**config.mk**
```make
export PLATFORM = sky130hd
export DESIGN_NAME = tmf_irq_flags
export DESIGN_NICKNAME = d
export VERILOG_FILES = /design/src/logic/tmf_pkg.sv /design/src/logic/tmf_irq_flags.sv
export VERILOG_INCLUDE_DIRS = /design/src /design/src/logic
export SDC_FILE = /design/constraint.sdc
export NUM_CORES = 1
export LEC_CHECK = 0
export BUFFER_PORTS_ARGS = -buffer_cell sky130_fd_sc_hd__buf_2
export CAP_MARGIN = 10
export CORE_ASPECT_RATIO = 2
export CORE_MARGIN = 4
export CORE_UTILIZATION = 25
export DETAILED_ROUTE_END_ITERATION = 16
export GPL_ROUTABILITY_DRIVEN = 1
export PLACE_DENSITY_LB_ADDON = 0.12
export REMOVE_ABC_BUFFERS = 1
export SLEW_MARGIN = 20
export SYNTH_ARGS = -nofsm -noshare
export SYNTH_HDL_FRONTEND = slang
export SYNTH_SLANG_ARGS = --single-unit
```
**constraint.sdc**
```tcl
create_clock -name clk -period 2.9 [get_ports clk]
set_input_delay 0.29 -clock clk [delete_from_list [all_inputs] [get_ports clk]]
set_output_delay 0.29 -clock clk [all_outputs]
set_load 0.01 [all_outputs]
```
**src/logic/tmf_params.svh**
```systemverilog
// Offsets, bit positions and reset values of the timer mask/flag registers
`ifndef TMF_PARAMS_SVH
`define TMF_PARAMS_SVH
`define TMF_IO_FLAGS 8'h36
`define TMF_IO_MASK 8'h37
`define TMF_IO_TO_DATA 8'h20
`define TMF_ADDR_FLAGS 8'h56
`define TMF_ADDR_MASK 8'h57
`define TMF_ADDR_XFLAGS 8'h7c
`define TMF_ADDR_XMASK 8'h7d
`define TMF_RESET_VAL 8'h00
`define TMF_BIT_CAP 5
`define TMF_BIT_CMP_A 4
`define TMF_BIT_CMP_B 3
`define TMF_BIT_OVF 2
`define TMF_BIT_T3_CMP_C 1
`define TMF_BIT_T1_CMP_C 0
`define TMF_T1_USED 8'h3c
`define TMF_X_USED 8'h3f
`endif

```
**src/logic/tmf_pkg.sv**
```systemverilog
// Types shared by the timer mask/flag logic
package tmf_pkg;
	// Raw event strobes from one 16-bit timer, same clock
	typedef struct packed {
		logic tick;
		logic capture;
		logic capture_is_top;
		logic top_hit;
		logic cmp_a;
		logic cmp_b;
		logic cmp_c;
		logic overflow;
		logic force_a;
		logic force_b;
		logic force_c;
	} tmf_evt_t;
	// Processor I/O access
	typedef struct packed {
		logic [7:0] addr;
		logic wr;
		logic [7:0] wdata;
	} tmf_io_t;
endpackage

```
**src/logic/tmf_irq_flags.sv**
```systemverilog
// Interrupt mask and flag logic for timers 1 and 3
`timescale 1ns/1ps
`include "tmf_params.svh"
// What this block does
// - Request needs enable, global enable, and flag
// - Primary mask holds timer 1 enables
// - Extended mask holds timer 3, t1 compare C
// - Extended mask unavailable in legacy mode
// - Extended flags hold timer 3, t1 compare C
// - Capture pin event sets capture flag
// - Capture-as-top reaching top sets capture flag
// - Compare flag set on the tick of the match
// - Forced compare never sets compare flag
// - Overflow strobe sets overflow flag
// - Vector execution clears its flag
// - Writing one clears a flag
// - Primary flags at I/O 0x36, data 0x56
// - Primary mask at I/O 0x37, resets zero
module tmf_irq_flags (
	// Clock and reset
	input wire logic clk,
	input wire logic reset_n,
	// Processor data-space register access
	input wire tmf_pkg::tmf_io_t io,
	output logic [7:0] io_rdata,
	// Core state
	input wire logic global_ie,
	input wire logic legacy_mode,
	input wire logic [7:0] vec_ack_main,
	input wire logic [7:0] vec_ack_ext,
	// Timer event strobes
	input wire tmf_pkg::tmf_evt_t t1_evt,
	input wire tmf_pkg::tmf_evt_t t3_evt,
	// Interrupt requests, laid out like the flag registers
	output logic [7:0] irq_main,
	output logic [7:0] irq_ext
);
	logic [7:0] mask_q;
	logic [7:0] xmask_q;
	logic [7:0] flags_q;
	logic [7:0] xflags_q;
	logic [7:0] set_main;
	logic [7:0] set_ext;
	logic [7:0] clr_main;
	logic [7:0] clr_ext;
	logic wr_mask;
	logic wr_xmask;
	logic wr_flags;
	logic wr_xflags;

	// Address decode; core adds the I/O offset itself
	assign wr_mask = io.wr && io.addr == `TMF_ADDR_MASK;
	assign wr_flags = io.wr && io.addr == `TMF_ADDR_FLAGS;
	assign wr_xmask = io.wr && io.addr == `TMF_ADDR_XMASK && !legacy_mode;
	assign wr_xflags = io.wr && io.addr == `TMF_ADDR_XFLAGS;

	// Hardware sets, only on a timer tick; a compare match sets its flag on the tick it comes with
	always_comb
	begin
		set_main = 8'h00;
		set_ext = 8'h00;
		set_main[`TMF_BIT_CAP] = t1_evt.tick && (t1_evt.capture ||
			(t1_evt.capture_is_top && t1_evt.top_hit));
		set_main[`TMF_BIT_CMP_A] = t1_evt.tick && t1_evt.cmp_a;
		set_main[`TMF_BIT_CMP_B] = t1_evt.tick && t1_evt.cmp_b;
		set_main[`TMF_BIT_OVF] = t1_evt.tick && t1_evt.overflow;
		set_ext[`TMF_BIT_CAP] = t3_evt.tick && (t3_evt.capture ||
			(t3_evt.capture_is_top && t3_evt.top_hit));
		set_ext[`TMF_BIT_CMP_A] = t3_evt.tick && t3_evt.cmp_a;
		set_ext[`TMF_BIT_CMP_B] = t3_evt.tick && t3_evt.cmp_b;
		set_ext[`TMF_BIT_OVF] = t3_evt.tick && t3_evt.overflow;
		set_ext[`TMF_BIT_T3_CMP_C] = t3_evt.tick && t3_evt.cmp_c;
		set_ext[`TMF_BIT_T1_CMP_C] = t1_evt.tick && t1_evt.cmp_c;
	end

	// Clears from vector execution and write-one; zero bits do nothing
	assign clr_main = (vec_ack_main | (wr_flags ? io.wdata : 8'h00))
		& `TMF_T1_USED;
	assign clr_ext = (vec_ack_ext | (wr_xflags ? io.wdata : 8'h00))
		& `TMF_X_USED;

	// Mask registers; other timers' bits are not held here
	always_ff @(posedge clk)
	begin
		if (!reset_n)
		begin
			mask_q <= `TMF_RESET_VAL;
			xmask_q <= `TMF_RESET_VAL;
		end
		else
		begin
			if (wr_mask)
				mask_q <= io.wdata & `TMF_T1_USED;
			if (wr_xmask)
				xmask_q <= io.wdata & `TMF_X_USED;
		end
	end

	// Flags: set wins over a clear in the same cycle
	always_ff @(posedge clk)
	begin
		if (!reset_n)
		begin
			flags_q <= `TMF_RESET_VAL;
			xflags_q <= `TMF_RESET_VAL;
		end
		else
		begin
			flags_q <= (flags_q & ~clr_main) | set_main;
			xflags_q <= (xflags_q & ~clr_ext) | set_ext;
		end
	end

	// Read mux; legacy mode hides the extended mask
	always_ff @(posedge clk)
	begin
		if (!reset_n)
			io_rdata <= 8'h00;
		else
		begin
			unique case (io.addr)
				`TMF_ADDR_MASK: io_rdata <= mask_q;
				`TMF_ADDR_FLAGS: io_rdata <= flags_q;
				`TMF_ADDR_XMASK: io_rdata <= legacy_mode ? 8'h00 : xmask_q;
				`TMF_ADDR_XFLAGS: io_rdata <= xflags_q;
				default: io_rdata <= 8'h00;
			endcase
		end
	end

	// Requests are combinational so an ack drops them next cycle
	assign irq_main = global_ie ? (mask_q & flags_q) : 8'h00;
	assign irq_ext = (global_ie && !legacy_mode) ? (xmask_q & xflags_q) : 8'h00;

	// Checks
	a_irq_gating: assert property (@(posedge clk) disable iff (!reset_n)
		(irq_main != 8'h00) |-> (global_ie && (irq_main & ~(mask_q & flags_q)) == 8'h00))
		else $error("timer request without enable or flag");
	a_cmp_sets_flag: assert property (@(posedge clk) disable iff (!reset_n)
		(t1_evt.tick && t1_evt.cmp_a) |=> flags_q[`TMF_BIT_CMP_A])
		else $error("compare A match did not set flag");
	a_force_no_flag: assert property (@(posedge clk) disable iff (!reset_n)
		(t1_evt.force_b && !(t1_evt.tick && t1_evt.cmp_b) && !flags_q[`TMF_BIT_CMP_B])
		|=> !flags_q[`TMF_BIT_CMP_B])
		else $error("forced compare set flag");
	a_cap_top_sets: assert property (@(posedge clk) disable iff (!reset_n)
		(t3_evt.tick && t3_evt.capture_is_top && t3_evt.top_hit) |=> xflags_q[`TMF_BIT_CAP])
		else $error("top reach did not set capture flag");
	a_ack_clears: assert property (@(posedge clk) disable iff (!reset_n)
		(vec_ack_ext != 8'h00)
		|=> (xflags_q & $past(vec_ack_ext) & ~$past(set_ext)) == 8'h00)
		else $error("vector execution did not clear extended flag");
	a_ack_clears_main: assert property (@(posedge clk) disable iff (!reset_n)
		(vec_ack_main != 8'h00)
		|=> (flags_q & $past(vec_ack_main) & ~$past(set_main)) == 8'h00)
		else $error("vector execution did not clear flag");
	a_w1c_clears: assert property (@(posedge clk) disable iff (!reset_n)
		(wr_flags && io.wdata[`TMF_BIT_CAP] && !set_main[`TMF_BIT_CAP])
		|=> !flags_q[`TMF_BIT_CAP])
		else $error("write one did not clear capture flag");
	a_zero_keeps: assert property (@(posedge clk) disable iff (!reset_n)
		(wr_xflags && vec_ack_ext == 8'h00)
		|=> ((xflags_q ^ $past(xflags_q)) & ~$past(io.wdata) & ~$past(set_ext)) == 8'h00)
		else $error("zero write changed a flag");
	a_set_beats_clr: assert property (@(posedge clk) disable iff (!reset_n)
		((set_main & clr_main) != 8'h00)
		|=> (flags_q & $past(set_main)) == $past(set_main))
		else $error("clear beat a same-cycle set");

	// Legacy mode: extended mask reads zero and ignores writes
	a_legacy_hides: assert property (@(posedge clk) disable iff (!reset_n)
		(legacy_mode && io.addr == `TMF_ADDR_XMASK) |=> io_rdata == 8'h00)
		else $error("extended mask visible in legacy mode");
	a_legacy_no_write: assert property (@(posedge clk) disable iff (!reset_n)
		(legacy_mode && io.wr && io.addr == `TMF_ADDR_XMASK) |=> xmask_q == $past(xmask_q))
		else $error("extended mask written in legacy mode");

	// Register writes and reads; unused bits never hold a one
	a_mask_write: assert property (@(posedge clk) disable iff (!reset_n)
		wr_mask |=> mask_q == ($past(io.wdata) & `TMF_T1_USED))
		else $error("mask write lost");
	a_xmask_write: assert property (@(posedge clk) disable iff (!reset_n)
		wr_xmask |=> xmask_q == ($past(io.wdata) & `TMF_X_USED))
		else $error("extended mask write lost");
	a_unused_zero: assert property (@(posedge clk) disable iff (!reset_n)
		((flags_q | mask_q) & ~`TMF_T1_USED) == 8'h00 &&
		((xflags_q | xmask_q) & ~`TMF_X_USED) == 8'h00)
		else $error("unused register bit set");
	a_read_flags: assert property (@(posedge clk) disable iff (!reset_n)
		(io.addr == `TMF_ADDR_FLAGS) |=> io_rdata == $past(flags_q))
		else $error("flag register read wrong");
	a_read_xflags: assert property (@(posedge clk) disable iff (!reset_n)
		(io.addr == `TMF_ADDR_XFLAGS) |=> io_rdata == $past(xflags_q))
		else $error("extended flag register read wrong");

	// Request outputs of both groups
	a_irq_ext_gating: assert property (@(posedge clk) disable iff (!reset_n)
		(irq_ext != 8'h00) |-> (global_ie && !legacy_mode &&
		(irq_ext & ~(xmask_q & xflags_q)) == 8'h00))
		else $error("extended request without enable or flag");
	a_irq_raised: assert property (@(posedge clk) disable iff (!reset_n)
		(global_ie && !legacy_mode) |-> (irq_main == (mask_q & flags_q) &&
		irq_ext == (xmask_q & xflags_q)))
		else $error("pending enabled request not raised");

	// Event strobes that must leave their flag set, or must not
	a_cap_pin_sets: assert property (@(posedge clk) disable iff (!reset_n)
		(t1_evt.tick && t1_evt.capture) |=> flags_q[`TMF_BIT_CAP])
		else $error("capture event did not set flag");
	a_ovf_sets: assert property (@(posedge clk) disable iff (!reset_n)
		(t3_evt.tick && t3_evt.overflow) |=> xflags_q[`TMF_BIT_OVF])
		else $error("overflow did not set flag");
	a_t1_cmp_c_sets: assert property (@(posedge clk) disable iff (!reset_n)
		(t1_evt.tick && t1_evt.cmp_c) |=> xflags_q[`TMF_BIT_T1_CMP_C])
		else $error("timer 1 compare C did not set flag");
	a_no_tick_no_set: assert property (@(posedge clk) disable iff (!reset_n)
		(!t1_evt.tick && !flags_q[`TMF_BIT_CMP_A]) |=> !flags_q[`TMF_BIT_CMP_A])
		else $error("compare flag set without a tick");
	a_force_c_no_flag: assert property (@(posedge clk) disable iff (!reset_n)
		(t3_evt.force_c && !(t3_evt.tick && t3_evt.cmp_c) && !xflags_q[`TMF_BIT_T3_CMP_C])
		|=> !xflags_q[`TMF_BIT_T3_CMP_C])
		else $error("forced compare C set flag");
endmodule

```
==> implementation parameters <==
Parameter                              Value

Run status
  Outcome    finished, final reports clean

Placement
  Final estimated routing congestion in global placement    0.809
  Hpwl dp    4.05 mm
  Placed cell count    approximately 280
  Placed instance area    1770 um^2
  Port-buffer cells    60

Floorplanning
  Die Footprint    7330 um^2
  Die Y-Extent    between 100 and 150 um
  Number of cell rows    39
  Area of the core    5760 um^2
  Io pins    83
  Die span in x    62.6 um
  Starting utilization of the core area    approximately a quarter

Global routing
  Via count of the first global-routing pass    1586
  Overall global routing resource usage    between 10% and 20%
  Wire length of the first global-routing pass    8.08 mm
  Pin count of the biggest net entering global routing    23
  Number of antenna violations at the first check in global routing    0
  Total overflow reported by the global router    0

Final layout
  Sequential Area    520 um^2
  Non-filler cells in the finished layout    between 200 and 300
  NumNets Final    approximately 290
  Fill count    around 660
  Layout cell share with drive strength beyond 1    around 33%
  Antenna Diode Count    0
  Area of the multi-input gates    851 um^2
  Final Core Density    around a third
  Post-synthesis to final-layout area growth    24.6%
  Post-layout instance area    1860 um^2

STA
  Final worst path period share    47.7%
  Final count of negative-setup-slack endpoints    0
  Setup Skew    4.63 ps
  Setup TNS    0 ps
  Fmax    722 MHz
  Final Max Slew Viols    0
  Relative max-transition margin    between 60 and 70%
  Pin slew with the least headroom to its limit    about 560 ps
  RSZ-0062 raised after global routing    false
  Final Hold Slack    ~220 ps
  Tmin final    1380 ps
  Count of final hold-check violations    0

Synthesis
  Share of Yosys cell area claimed by the top area cell type    between 30% and 40%
  Warnings from Yosys    0
  Cells after synthesis    ~170
  Dominant cells by area after synthesis    dfxtp_1, nand4_1, a32o_1
  Sequential share of the synthesized area    35.0%
  Number of enable flip-flop cells after synthesis    0
  Cell taking the most area after synthesis    dfxtp_1
  Count of state elements after synthesis    26
  Primary FF master, synth    dfxtp_1
  Syn avg cell area    8.56 um^2
  Fraction of synthesis flops using an asynchronous set or reset pin    0%
  Post-synth design cell area    between 1000 and 1500 um^2
  Distinct cell type count after synthesis    31

Critical path
  Worst EP arrival    between 1500 and 2000 ps
  Largest stage delay on the critical path    500 ps
  Worst-path cell with the longest stage delay    and3b_1
  Type of the worst setup path    primary input to flop
  Data required, critical path    3080 ps
  Cells along the critical path    buf_2 -> and3b_1 -> o2111ai_1 -> a31oi_1
  Worst-path maximum fanout    13
  Worst path buffer plus inverter count    1
  Kind of end point of the critical path    flop
  Top Family by Delay on Critical Path    compound AO/OA/AOI/OAI gates
  Startpoint types    primary input

CTS
  Clock buffer depth    2
  Resize count post-CTS    0
  Number of buffers inserted by post-CTS setup repair    0
  Cts-stage hold buffer count    0
  Clock-pin slew reported for the worst setup and hold paths after clock tree synthesis    60 ps
  Number of clock buffers inserted by TritonCTS    3
  Number of clock sinks    26
  CTS root buf    clkbuf_16
  Number of H-tree levels    1
  Source-to-sink clock delay at the later pin of the worst-skew pair    260 ps
  CTS tree    yes

Power
  Leakage component of the power    0.783 nW
  Largest vdd supply drop    between 200 and 250 uV
  Switching fraction of total power    24.3%
  Combinational cell fraction of total power    between 10 and 15%
  Total power divided by cell area    roughly 440 nW/um^2
  Clock power share    41.6%
  Switching Power    0.198 mW
  Cell-internal power    just over 0.6 mW
  Portion of total power attributed to sequential cells    45.8%

Routing
  Routed via count    between 1500 and 2000
  Detailed Routing Iterations Pass 1    4
  Routed length per placed instance    between 15 and 20 um
  Initial DRC count    85
  Vias per std cell    5.50
  Antenna-violating nets left    0
  Remaining routing DRC violations    0
  Post-Route WL    slightly above 5 mm

Flow run
  Number of max-cap violations    0

Hold path
  Worst hold path type    primary input to flop
power by group through the flow:
stage / Combinational (mW) / Clock (mW) / Sequential [mW]
after detailed placement: 0.103 / 0 / 0.382
final: 0.103 / 0.339 / 0.373
after global placement: 0.103 / 0 / 0.382
after global routing: 0.114 / 0.364 / 0.374
after CTS: 0.103 / 0.350 / 0.373
after floorplan: 0.0407 / 0 / 0.378
cells in the final DEF, fill, tap and decap left out, types with 7 or more instances in the layout:
master	n
nand2_1	12
nand3_1	7
a21oi_1	14
and3_1	11
buf_2	60
nor2_1	8
o31ai_1	10
nand4_1	28
dfxtp_1	26
conb_1	8
a32o_1	8
synth_stat cells, drive strengths merged, types with 2 or more instances:
cell type / count
mux2: 4
a31oi: 4
and3: 11
nand4: 28
nor2: 8
nand3: 7
dfxtp: 26
nand2: 12
o31ai: 10
and4: 2
o32ai: 2
and3b: 4
buf: 21
a21oi: 14
and4b: 2
nand3b: 2
a32o: 8
path summary, 6_finish.rpt:
kind | from | end | slack, ps | depth (start not counted)
setup reg to reg | mask_q[3] | io_rdata[3] | 1960 | 3
hold / removal | vec_ack_main[5] | flags_q[5] | 220 | 2
hold reg to reg | flags_q[5] | flags_q[5] | 480 | 2
setup / recovery | io[10] | io_rdata[2] | 1520 | 4
metrics by stage:
stage                     setup slack (ps)  power, mW
after floorplan                       1420      0.418
after global placement                1210      0.485
after detailed placement              1250      0.485
after CTS                             1530      0.827
after global routing                  1330      0.852
final                                 1520      0.816
registers in the layout, summed over array words and instances, names as in the netlist:
name,cells
xmask_q,6
io_rdata,6
mask_q,4
xflags_q,6
flags_q,4
area by class of cell:
class | count | share of cell area [%]
multi-input cells | 132 | 45.9
inverters | 1 | 0.202
flip-flops and latches | 26 | 28.1
clock buffers | 4 | 4.79
well taps | 61 | 4.11
repair buffers | 62 | 17.0
metal layers:
layer / share of wire (%) / vias to the layer above / routed length (um) / GRT usage, %
li1: - / 775 / - / -
met1: 38 / 718 / 1990 / 16.2
met2: 52 / 66 / 2680 / 25.3
met3: 4.9 / 15 / 252 / 2.01
met4: 5.0 / 0 / 258 / 8.55
met5: 0 / - / 0 / 0
cells by family (layout without fill, tap and decap cells):
group	Yosys count	after routing	share of synthesized area (%)
and+or+nand+nor	81	81	33.0
buffers and inverters	23	67	9.66
AOI/OAI and AO/OA	39	39	19.1
other	1	8	0.252
muxes	4	4	3.02
DFF	26	26	35.0
No activity file was read; power rests on OpenSTA's default activity.
